--- src/logic/sfpf_consts.vh ---
// constants for the serial flash protect and address front end
`ifndef SFPF_CONSTS_VH
`define SFPF_CONSTS_VH

// apb byte offsets
`define SFPF_OFF_PROTECT 12'h000
`define SFPF_OFF_SEGMENT 12'h004
`define SFPF_OFF_STATUS 12'h008
`define SFPF_OFF_SECURITY 12'h00C
`define SFPF_OFF_SECT_LOCK 12'h010
`define SFPF_OFF_BLK_LOCK 12'h040
`define SFPF_OFF_BLK_LOCK_END 12'h07C

// protect register fields
`define SFPF_PROT_LVL_LSB 0
`define SFPF_PROT_TB_BIT 4
`define SFPF_PROT_RST 5'h00
`define SFPF_PROT_ALL_LEVEL 4'hA
`define SFPF_BLOCKS 10'h200
`define SFPF_TOP_BLOCK 9'h1FF

// status byte fields (link status read and apb status)
`define SFPF_ST_BUSY_BIT 0
`define SFPF_ST_WEL_BIT 1
`define SFPF_ST_OTP_BIT 6
`define SFPF_ST_WIDE_BIT 7
// security byte fields
`define SFPF_SEC_FACTORY_BIT 0
`define SFPF_SEC_CUST_BIT 1
// configuration byte field of the wide address flag
`define SFPF_CFG_WIDE_BIT 5
`define SFPF_SEG_EXT_RST 1'b0
`define SFPF_OTP_SERIAL_END 9'h00F

// opcodes
`define SFPF_OP_WREN 8'h06
`define SFPF_OP_WRDI 8'h04
`define SFPF_OP_RDSR 8'h05
`define SFPF_OP_RDCR 8'h15
`define SFPF_OP_READ 8'h03
`define SFPF_OP_READ4B 8'h13
`define SFPF_OP_PP 8'h02
`define SFPF_OP_PP4B 8'h12
`define SFPF_OP_SE 8'h20
`define SFPF_OP_SE4B 8'h21
`define SFPF_OP_BE32 8'h52
`define SFPF_OP_BE32_4B 8'h5C
`define SFPF_OP_BE64 8'hD8
`define SFPF_OP_BE64_4B 8'hDC
`define SFPF_OP_CE_A 8'h60
`define SFPF_OP_CE_B 8'hC7
`define SFPF_OP_ENTER_OTP 8'hB1
`define SFPF_OP_EXIT_OTP 8'hC1
`define SFPF_OP_WRITE_SEC 8'h2F
`define SFPF_OP_READ_SEC 8'h2B
`define SFPF_OP_ENTER_WIDE 8'hB7
`define SFPF_OP_EXIT_WIDE 8'hE9
`define SFPF_OP_WR_SEG 8'hC5
`define SFPF_OP_RD_SEG 8'hC8

// command classes
`define SFPF_CL_BAD 3'h0
`define SFPF_CL_NONE 3'h1
`define SFPF_CL_PGM 3'h2
`define SFPF_CL_ERASE 3'h3
`define SFPF_CL_READ 3'h4
`define SFPF_CL_REG_RD 3'h5
`define SFPF_CL_REG_WR 3'h6
`define SFPF_CL_CHIP 3'h7

// kinds of array operation on CMD_KIND
`define SFPF_K_PGM 3'h1
`define SFPF_K_SE 3'h2
`define SFPF_K_BE32 3'h3
`define SFPF_K_BE64 3'h4
`define SFPF_K_CE 3'h5

`endif

--- src/logic/sfpf_front_end.v ---
// serial flash front end: command framing, protection, otp control, address modes
//
// The implementer's own choices: the APB slave port and the register addresses.
`timescale 1ns/10ps
`include "sfpf_consts.vh"

module sfpf_front_end (
    input wire CLK,
    input wire RST_N,
    input wire CE,
    input wire PSEL,
    input wire PENABLE,
    input wire PWRITE,
    input wire [11:0] PADDR,
    input wire [31:0] PWDATA,
    output reg [31:0] PRDATA,
    output wire PREADY,
    output reg PSLVERR,
    input wire SCLK,
    input wire CS_N,
    input wire SI,
    output reg SO,
    output reg SO_OE,
    input wire ARRAY_BUSY,
    input wire FACTORY_LOCK,
    input wire CUST_LOCK_NV,
    output reg CUST_LOCK_SET,
    output reg OTP_MODE,
    output reg WIDE_ADDR,
    output reg [24:0] ARR_ADDR,
    output reg ARR_RD,
    input wire [7:0] ARR_RDATA,
    output reg DIN_VALID,
    output reg [7:0] DIN_BYTE,
    output reg CMD_GO,
    output reg [2:0] CMD_KIND
);

    localparam ST_IDLE = 3'h0;
    localparam ST_OPC = 3'h1;
    localparam ST_ADDR = 3'h2;
    localparam ST_DATAIN = 3'h3;
    localparam ST_DATAOUT = 3'h4;
    localparam ST_DONE = 3'h5;
    localparam ST_STANDBY = 3'h6;

    function [2:0] cmd_class(input [7:0] op);
        begin
            case (op)
                `SFPF_OP_WREN, `SFPF_OP_WRDI, `SFPF_OP_ENTER_OTP, `SFPF_OP_EXIT_OTP,
                `SFPF_OP_WRITE_SEC, `SFPF_OP_ENTER_WIDE, `SFPF_OP_EXIT_WIDE:
                    cmd_class = `SFPF_CL_NONE;
                `SFPF_OP_PP, `SFPF_OP_PP4B: cmd_class = `SFPF_CL_PGM;
                `SFPF_OP_SE, `SFPF_OP_SE4B, `SFPF_OP_BE32, `SFPF_OP_BE32_4B,
                `SFPF_OP_BE64, `SFPF_OP_BE64_4B: cmd_class = `SFPF_CL_ERASE;
                `SFPF_OP_CE_A, `SFPF_OP_CE_B: cmd_class = `SFPF_CL_CHIP;
                `SFPF_OP_READ, `SFPF_OP_READ4B: cmd_class = `SFPF_CL_READ;
                `SFPF_OP_RDSR, `SFPF_OP_RDCR, `SFPF_OP_READ_SEC, `SFPF_OP_RD_SEG:
                    cmd_class = `SFPF_CL_REG_RD;
                `SFPF_OP_WR_SEG: cmd_class = `SFPF_CL_REG_WR;
                default: cmd_class = `SFPF_CL_BAD;
            endcase
        end
    endfunction

    function is_4b(input [7:0] op);
        begin
            is_4b = (op == `SFPF_OP_READ4B) || (op == `SFPF_OP_PP4B) || (op == `SFPF_OP_SE4B) ||
                (op == `SFPF_OP_BE32_4B) || (op == `SFPF_OP_BE64_4B);
        end
    endfunction

    function [2:0] cmd_kind(input [7:0] op);
        begin
            case (op)
                `SFPF_OP_SE, `SFPF_OP_SE4B: cmd_kind = `SFPF_K_SE;
                `SFPF_OP_BE32, `SFPF_OP_BE32_4B: cmd_kind = `SFPF_K_BE32;
                `SFPF_OP_BE64, `SFPF_OP_BE64_4B: cmd_kind = `SFPF_K_BE64;
                `SFPF_OP_CE_A, `SFPF_OP_CE_B: cmd_kind = `SFPF_K_CE;
                default: cmd_kind = `SFPF_K_PGM;
            endcase
        end
    endfunction

    // true when the unit touched by an operation of this kind is protected; chip erase checks the level and sector locks only
    function prot_hit(input [24:0] a, input [3:0] lvl, input tb, input [31:0] lkw,
        input [31:0] sec, input [2:0] kind);
        reg [8:0] blk;
        reg [9:0] n;
        reg [15:0] smask;
        reg [15:0] sl;
        begin
            blk = a[24:16];
            n = 10'h001 << (lvl - 4'h1);
            sl = (blk == 9'h000) ? sec[15:0] : sec[31:16];
            smask = (kind == `SFPF_K_BE64) ? 16'hFFFF :
                (kind == `SFPF_K_BE32) ? (a[15] ? 16'hFF00 : 16'h00FF) :
                (16'h0001 << a[15:12]);
            if (lvl >= `SFPF_PROT_ALL_LEVEL)
                prot_hit = 1'b1;
            else if (lvl == 4'h0)
                prot_hit = 1'b0;
            else if (tb)
                prot_hit = ({1'b0, blk} < n);
            else
                prot_hit = ({1'b0, blk} >= (`SFPF_BLOCKS - n));
            if (kind == `SFPF_K_CE)
                prot_hit = (lvl != 4'h0) || (|sec);
            else if (blk == 9'h000 || blk == `SFPF_TOP_BLOCK)
                prot_hit = prot_hit | (|(sl & smask));
            else
                prot_hit = prot_hit | lkw[blk[4:0]];
        end
    endfunction

    // otp accesses land on the 512-byte region; 3-byte addresses take the segment bit
    function [24:0] eff_addr(input [31:0] a, input four, input seg, input otp);
        begin
            if (otp)
                eff_addr = {16'h0000, a[8:0]};
            else if (four)
                eff_addr = a[24:0];
            else
                eff_addr = {seg, a[23:0]};
        end
    endfunction

    reg cs_s1, cs_s2, cs_d;
    reg sck_s1, sck_s2, sck_d;
    reg si_s1, si_s2;
    reg [2:0] state;
    reg [2:0] bit_cnt;
    reg [2:0] addr_left;
    reg [7:0] shift_in;
    reg [7:0] opcode;
    reg [31:0] addr;
    reg [7:0] out_shift;
    reg [7:0] out_reload;
    reg [8:0] din_cnt;
    reg [7:0] seg_byte;
    reg rd_load;
    reg wel;
    reg seg_bit;
    reg fac_lock;
    reg cust_lock;
    reg [4:0] prot_cfg;
    reg [31:0] sect_lock;
    reg [31:0] blk_lock [0:15];
    reg apb_rdy;
    reg [31:0] apb_rd;
    reg apb_hit;
    integer i;

    wire cs_fall = cs_d & ~cs_s2;
    wire cs_rise = ~cs_d & cs_s2;
    wire sck_rise = ~sck_d & sck_s2 & ~cs_s2;
    wire sck_fall = sck_d & ~sck_s2 & ~cs_s2;
    wire [7:0] nb = {shift_in[6:0], si_s2};
    wire four = WIDE_ADDR | is_4b(opcode);
    wire [2:0] ocl = cmd_class(opcode);
    wire [7:0] st_byte = {WIDE_ADDR, OTP_MODE, prot_cfg[3:0], wel, ARRAY_BUSY};
    wire [7:0] sec_byte = {5'h00, OTP_MODE, cust_lock, fac_lock};
    wire [7:0] reg_rd_byte = (nb == `SFPF_OP_RDSR) ? st_byte :
        (nb == `SFPF_OP_RDCR) ? {2'b00, WIDE_ADDR, 5'h00} :
        (nb == `SFPF_OP_READ_SEC) ? sec_byte : {7'h00, seg_bit};
    wire [31:0] lock_word = blk_lock[ARR_ADDR[24:21]];
    wire blocked = prot_hit(ARR_ADDR, prot_cfg[3:0], prot_cfg[`SFPF_PROT_TB_BIT], lock_word,
        sect_lock, CMD_KIND);
    // factory lock guards the serial number words, customer lock the whole region
    wire otp_blocked = cust_lock | (fac_lock & (ARR_ADDR[8:0] <= `SFPF_OTP_SERIAL_END));
    wire apb_wr = PSEL & PENABLE & PWRITE & apb_rdy;

    // one access cycle, no waits, while the clock enable runs
    assign PREADY = apb_rdy & CE;

    always @* begin
        apb_rd = 32'h00000000;
        apb_hit = 1'b1;
        if (PADDR == `SFPF_OFF_PROTECT)
            apb_rd = {27'h0000000, prot_cfg};
        else if (PADDR == `SFPF_OFF_SEGMENT)
            apb_rd = {31'h00000000, seg_bit};
        else if (PADDR == `SFPF_OFF_STATUS)
            apb_rd = {24'h000000, st_byte};
        else if (PADDR == `SFPF_OFF_SECURITY)
            apb_rd = {24'h000000, sec_byte};
        else if (PADDR == `SFPF_OFF_SECT_LOCK)
            apb_rd = sect_lock;
        else if (PADDR >= `SFPF_OFF_BLK_LOCK && PADDR <= `SFPF_OFF_BLK_LOCK_END &&
            PADDR[1:0] == 2'b00)
            apb_rd = blk_lock[PADDR[5:2]];
        else
            apb_hit = 1'b0;
    end

    always @(posedge CLK) begin
        if (!RST_N) begin
            cs_s1 <= 1'b1;
            cs_s2 <= 1'b1;
            cs_d <= 1'b1;
            sck_s1 <= 1'b0;
            sck_s2 <= 1'b0;
            sck_d <= 1'b0;
            si_s1 <= 1'b0;
            si_s2 <= 1'b0;
            state <= ST_IDLE;
            bit_cnt <= 3'h0;
            addr_left <= 3'h0;
            shift_in <= 8'h00;
            opcode <= 8'h00;
            addr <= 32'h00000000;
            out_shift <= 8'h00;
            out_reload <= 8'h00;
            din_cnt <= 9'h000;
            seg_byte <= 8'h00;
            rd_load <= 1'b0;
            wel <= 1'b0;
            seg_bit <= `SFPF_SEG_EXT_RST;
            fac_lock <= 1'b0;
            cust_lock <= 1'b0;
            prot_cfg <= `SFPF_PROT_RST;
            sect_lock <= 32'h00000000;
            for (i = 0; i < 16; i = i + 1)
                blk_lock[i] <= 32'h00000000;
            apb_rdy <= 1'b0;
            PRDATA <= 32'h00000000;
            PSLVERR <= 1'b0;
            SO <= 1'b0;
            SO_OE <= 1'b0;
            CUST_LOCK_SET <= 1'b0;
            OTP_MODE <= 1'b0;
            WIDE_ADDR <= 1'b0;
            ARR_ADDR <= 25'h0000000;
            ARR_RD <= 1'b0;
            DIN_VALID <= 1'b0;
            DIN_BYTE <= 8'h00;
            CMD_GO <= 1'b0;
            CMD_KIND <= 3'h0;
        end else if (CE) begin
            cs_s1 <= CS_N;
            cs_s2 <= cs_s1;
            cs_d <= cs_s2;
            sck_s1 <= SCLK;
            sck_s2 <= sck_s1;
            sck_d <= sck_s2;
            si_s1 <= SI;
            si_s2 <= si_s1;
            ARR_RD <= 1'b0;
            DIN_VALID <= 1'b0;
            CMD_GO <= 1'b0;
            CUST_LOCK_SET <= 1'b0;
            // lock indicators only ever accumulate
            fac_lock <= fac_lock | FACTORY_LOCK;
            cust_lock <= cust_lock | CUST_LOCK_NV;
            rd_load <= ARR_RD;
            if (rd_load)
                out_shift <= ARR_RDATA;

            apb_rdy <= PSEL & ~PENABLE;
            if (PSEL & ~PENABLE) begin
                PRDATA <= PWRITE ? 32'h00000000 : apb_rd;
                PSLVERR <= ~apb_hit;
            end
            if (apb_wr && apb_hit) begin
                if (PADDR == `SFPF_OFF_PROTECT)
                    prot_cfg <= PWDATA[4:0];
                else if (PADDR == `SFPF_OFF_SEGMENT)
                    seg_bit <= PWDATA[0];
                else if (PADDR == `SFPF_OFF_SECT_LOCK)
                    sect_lock <= PWDATA;
                else if (PADDR >= `SFPF_OFF_BLK_LOCK)
                    blk_lock[PADDR[5:2]] <= PWDATA;
            end

            if (cs_rise) begin
                state <= ST_IDLE;
                SO_OE <= 1'b0;
                // write type work only runs on a whole byte count
                if (bit_cnt == 3'h0 && (state == ST_DONE ||
                    (state == ST_DATAIN && din_cnt != 9'h000))) begin
                    case (ocl)
                        `SFPF_CL_NONE: begin
                            if (opcode == `SFPF_OP_WREN)
                                wel <= 1'b1;
                            else if (opcode == `SFPF_OP_WRDI)
                                wel <= 1'b0;
                            else if (opcode == `SFPF_OP_ENTER_OTP)
                                OTP_MODE <= 1'b1;
                            else if (opcode == `SFPF_OP_EXIT_OTP)
                                OTP_MODE <= 1'b0;
                            else if (opcode == `SFPF_OP_ENTER_WIDE)
                                WIDE_ADDR <= 1'b1;
                            else if (opcode == `SFPF_OP_EXIT_WIDE)
                                WIDE_ADDR <= 1'b0;
                            else if (opcode == `SFPF_OP_WRITE_SEC && wel) begin
                                cust_lock <= 1'b1;
                                CUST_LOCK_SET <= 1'b1;
                                wel <= 1'b0;
                            end
                        end
                        `SFPF_CL_REG_WR:
                            seg_bit <= seg_byte[0];
                        `SFPF_CL_PGM: begin
                            wel <= 1'b0;
                            if (wel && !ARRAY_BUSY && !(OTP_MODE ? otp_blocked : blocked))
                                CMD_GO <= 1'b1;
                        end
                        `SFPF_CL_ERASE, `SFPF_CL_CHIP: begin
                            wel <= 1'b0;
                            if (wel && !ARRAY_BUSY && !OTP_MODE && !blocked)
                                CMD_GO <= 1'b1;
                        end
                        default: ;
                    endcase
                end
            end else if (cs_fall) begin
                state <= ST_OPC;
                bit_cnt <= 3'h0;
                SO_OE <= 1'b0;
            end else if (sck_rise && (state == ST_OPC || state == ST_ADDR ||
                state == ST_DATAIN || state == ST_DONE)) begin
                shift_in <= nb;
                bit_cnt <= bit_cnt + 3'h1;
                if (bit_cnt == 3'h7) begin
                    case (state)
                        ST_OPC: begin
                            opcode <= nb;
                            addr <= 32'h00000000;
                            din_cnt <= 9'h000;
                            CMD_KIND <= cmd_kind(nb);
                            case (cmd_class(nb))
                                `SFPF_CL_BAD:
                                    state <= ST_STANDBY;
                                `SFPF_CL_PGM, `SFPF_CL_ERASE, `SFPF_CL_READ: begin
                                    state <= ST_ADDR;
                                    addr_left <= (WIDE_ADDR | is_4b(nb)) ? 3'h4 : 3'h3;
                                end
                                `SFPF_CL_REG_RD: begin
                                    state <= ST_DATAOUT;
                                    out_reload <= reg_rd_byte;
                                    out_shift <= reg_rd_byte;
                                end
                                `SFPF_CL_REG_WR:
                                    state <= ST_DATAIN;
                                default: begin
                                    state <= ST_DONE;
                                    ARR_ADDR <= 25'h0000000;
                                end
                            endcase
                        end
                        ST_ADDR: begin
                            addr <= {addr[23:0], nb};
                            addr_left <= addr_left - 3'h1;
                            if (addr_left == 3'h1) begin
                                ARR_ADDR <= eff_addr({addr[23:0], nb}, four, seg_bit, OTP_MODE);
                                if (ocl == `SFPF_CL_PGM)
                                    state <= ST_DATAIN;
                                else if (ocl == `SFPF_CL_READ && !ARRAY_BUSY) begin
                                    state <= ST_DATAOUT;
                                    ARR_RD <= 1'b1;
                                end else
                                    state <= ST_DONE;
                            end
                        end
                        ST_DATAIN: begin
                            din_cnt <= din_cnt + 9'h001;
                            if (ocl == `SFPF_CL_REG_WR)
                                seg_byte <= nb;
                            else begin
                                DIN_VALID <= 1'b1;
                                DIN_BYTE <= nb;
                            end
                        end
                        default: ;
                    endcase
                end
            end else if (sck_fall && state == ST_DATAOUT) begin
                SO <= out_shift[7];
                SO_OE <= 1'b1;
                out_shift <= {out_shift[6:0], 1'b0};
                bit_cnt <= bit_cnt + 3'h1;
                if (bit_cnt == 3'h7) begin
                    if (ocl == `SFPF_CL_READ) begin
                        // the pointer runs on over the segment edge, segment bit untouched
                        ARR_ADDR <= OTP_MODE ? {16'h0000, ARR_ADDR[8:0] + 9'h001} :
                            ARR_ADDR + 25'h0000001;
                        ARR_RD <= 1'b1;
                    end else
                        out_shift <= out_reload;
                end
            end
        end
    end

endmodule

--- config.mk ---
export PLATFORM = sky130hd
export DESIGN_NAME = sfpf_front_end
export DESIGN_NICKNAME = d
export VERILOG_FILES = /design/src/logic/sfpf_front_end.v
export VERILOG_INCLUDE_DIRS = /design/src /design/src/logic
export SDC_FILE = /design/constraint.sdc
export NUM_CORES = 2
export LEC_CHECK = 0
export BUFFER_PORTS_ARGS = -buffer_cell sky130_fd_sc_hd__buf_2
export CAP_MARGIN = 10
export CORE_ASPECT_RATIO = 1.1
export CORE_MARGIN = 3
export CORE_UTILIZATION = 50
export DETAILED_ROUTE_END_ITERATION = 8
export GPL_TIMING_DRIVEN = 1
export PLACE_DENSITY_LB_ADDON = 0.3
export SYNTH_ARGS = -nofsm -noshare
export SYNTH_HDL_FRONTEND = slang
export SYNTH_SLANG_ARGS = --single-unit
--- constraint.sdc ---
create_clock -name CLK -period 6.6 [get_ports CLK]
set_input_delay 1.32 -clock CLK [delete_from_list [all_inputs] [get_ports CLK]]
set_output_delay 1.32 -clock CLK [all_outputs]
set_load 0.05 [all_outputs]
==> results.json <==
{
  "wl_per_cell_um": 29.0,
  "dp.final_hpwl_um": 84700,
  "drt-initial-drc-count": 3636,
  "dr.pass1.iters": 6,
  "cp_data_required_time_ns": 7.08,
  "grt_pass1_wl_um": 180000,
  "cts.path.max_buffers": 3,
  "power.leakage_nw": 14.9,
  "antenna_found_initial": 10,
  "clockRootBuffer": "clkbuf_16",
  "crit_path_max_fanout": 34,
  "cp_top_family": "simple AND/OR/NAND/NOR gates",
  "met2WireLength_um": 58600,
  "grt_pass1_vias": 27300,
  "slew_viol_final": 0,
  "place_ws_ns": 1.39,
  "outcome": "complete, no violations",
  "htreeDepth": 3,
  "syn-instance-count": 3144,
  "p_per_area_nw_per_um2": 237,
  "critPathArrivalTime_ns": 5.11,
  "nets": 3236,
  "vias": 27900,
  "rows": 105,
  "period_share": 0.702,
  "cts.repair.resized": 0,
  "layout_setup_ws_ns": 1.97,
  "yosys_warnings": 0,
  "grt_use_total": 0.303,
  "final_cell_mix": "and2_1, edfxtp_1, mux4_2, dfxtp_1, nor2_1",
  "fin_crit_ns": 4.63,
  "die_h_um": 296,
  "total_power_w": 0.0100,
  "worstSetupPathType": "input port to flip-flop",
  "setup_viol": 0,
  "multi_input_area_um2": 17700,
  "timing.fmax_mhz": 216,
  "tightestPinTransition_ns": 1.35,
  "drtAntennaViolNets": 0,
  "synth_cell_type_count": 89,
  "startpoint": "PADDR[11]",
  "whs_ns": 0.456,
  "clock_latency_ns": 0.63,
  "startpoint_type": "input port",
  "cts_hold_buf": 0,
  "core_um2": 75100,
  "maxCapViolCount": 0,
  "cp_slowest_cell": "nor2_2",
  "cp_common_cell": "or4_1",
  "highest_layer": "met5",
  "path_cells": "buf_2 > or4_1 > or4_1 > nor2_4 > buf_4 > and3_4 > nand3_2 > nor2_2 > and2_1",
  "avgSynthCellArea_um2": 12.2,
  "place_congestion": 0.959,
  "grt_max_degree": 103,
  "cts_sinks": 711,
  "fill_cells": 6079,
  "slowest_delay_ns": 1.12,
  "area_growth_pct": 11.0,
  "crit_buf_inv": 2,
  "seq_area_um2": 19400,
  "syn-num-nets": 3236,
  "overflow": 0,
  "final_common_cell": "and2_1",
  "cts.reportedPaths.clkPinSlew_ns": 0.06,
  "wl_um": 122000,
  "wl_met3_um": 12800,
  "cts_tree": "done",
  "portBuffers": 141,
  "fin_skew_ns": 0.0246,
  "dieArea_um2": 79800,
  "hold_violations": 0,
  "yosys_register_bits": 711,
  "cts_setup_buffers": 0,
  "async_flop_share": 0,
  "start_util": 0.508,
  "slew_headroom": 0.0959,
  "ys.flop_type": "edfxtp_1",
  "hold_start": "out_reload[5]",
  "drc": 0,
  "fin_tns_setup_ns": 0,
  "peakVddDrop_mv": 0.176,
  "drive_gt1_frac": 0.215,
  "die_w_um": 270,
  "cts_buffers": 77,
  "wl_met1_um": 44500,
  "end_kind": "flip-flop",
  "yosysSeqAreaShare": 0.507,
  "vias_per_cell": 6.61,
  "io_pins": 142,
  "hp-class": "flip-flop to flip-flop",
  "synth_edf_count": 512,
  "rsz0062_at_grt": "no",
  "syn_area_um2": 38200
}
## metal layers
layer  vias to the layer above  global-route usage
met5                         -                   0
met4                        10               0.153
met3                       340              0.0608
met2                      1751               0.502
met1                     14000               0.384
li1                      11900                   -
## metrics by stage
step / cells / util / area [um^2]
floorplan: 3144 / - / 38200
global placement: 4077 / 0.528 / 39700
detailed placement: 4078 / 0.528 / 39700
CTS: 4218 / 0.563 / 42300
global route: 4224 / 0.564 / 42400
finish: 4225 / 0.564 / 42400
## worst reg2reg max path: stages, from the launching register on
cell and delay, ns:
dfxtp_4 0.80, buf_4 0.70, mux4_2 0.68, a22oi_1 0.31
a21oi_1 0.14, a31oi_1 0.16, nand4_1 0.11, nor4bb_1 0.83
nor4_1 0.10, a211oi_1 0.23
## flip-flops by register name, summed over array words and instances, names as in the netlist, 3 cells and up, named ones only
register	flops
ARR_ADDR	25
CMD_KIND	3
DIN_BYTE	8
PRDATA	32
addr	17
addr_left	3
bit_cnt	3
blk_lock	512
din_cnt	9
opcode	8
out_reload	8
out_shift	8
prot_cfg	5
sect_lock	32
shift_in	7
state	3
## report_power, final
part           total (W)  switching [W]  leakage, nW  internal [W]
sequential       0.00495      0.0000664         6.92       0.00488
combinational   0.000607       0.000385         6.68      0.000222
clock            0.00448        0.00186         1.27       0.00262
total             0.0100        0.00231         14.9       0.00772
## synthesized netlist by cell type (7+ instances only)
cell	instances	area share
and3_1	21	0.0034
nor2b_1	24	0.0039
xnor2_1	8	0.0018
edfxtp_1	512	0.40
clkbuf_2	12	0.0016
buf_4	11	0.0022
nand3_1	62	0.0081
clkbuf_1	198	0.019
dfxtp_1	199	0.10
a221oi_1	18	0.0041
a21oi_1	186	0.024
nand3b_1	8	0.0016
o22ai_1	15	0.0025
o211ai_1	11	0.0022
inv_1	31	0.0030
nand2b_1	20	0.0033
a22oi_1	63	0.012
a31oi_1	16	0.0026
o221a_2	7	0.0021
a32oi_1	7	0.0016
buf_2	40	0.0052
o21ai_0	65	0.0085
nand2_1	188	0.018
nor2_1	207	0.020
nor3b_1	9	0.0018
ha_1	28	0.0092
mux2i_1	88	0.023
a211oi_1	21	0.0041
buf_1	10	0.00098
nor4_1	19	0.0031
mux2_2	17	0.0050
mux4_2	272	0.16
and2_1	525	0.086
nor4b_1	9	0.0021
or3_1	14	0.0023
nor3_1	25	0.0033
nand4_1	25	0.0041
o21a_1	11	0.0022
o31ai_1	9	0.0018
## final timing paths
kind                                         to  slack (ns)  depth (start not counted)
worst max-delay path            blk_lock[5][10]        1.97                          9
worst min-delay path              out_reload[5]        0.46                          2
worst max register to register           CMD_GO        2.45                          9
worst min register to register    out_reload[5]        0.46                          2
## layout make-up
| type | count | share of cell area |
|---|---|---|
| Antenna cell | 4 | 0.000236 |
| Clock buffer | 91 | 0.0492 |
| Clock inverter | 49 | 0.0123 |
| Inverter | 36 | 0.00331 |
| Multi-Input combinational cell | 2119 | 0.418 |
| Sequential cell | 711 | 0.457 |
| Tap cell | 1016 | 0.0300 |
| Timing Repair Buffer | 199 | 0.0298 |
## logic make-up after synthesis
logic type,Yosys count,share of synthesized area
multiplexers,377,0.188
AO/OA/AOI/OAI,500,0.0854
flip-flops,711,0.507
AND/OR/NAND/NOR,1202,0.172
adder cells (fa/ha/maj),28,0.00917
XOR/XNOR,12,0.00275
buffers and inverters,314,0.0351
Note: power is estimated with default switching activity, not from simulation.
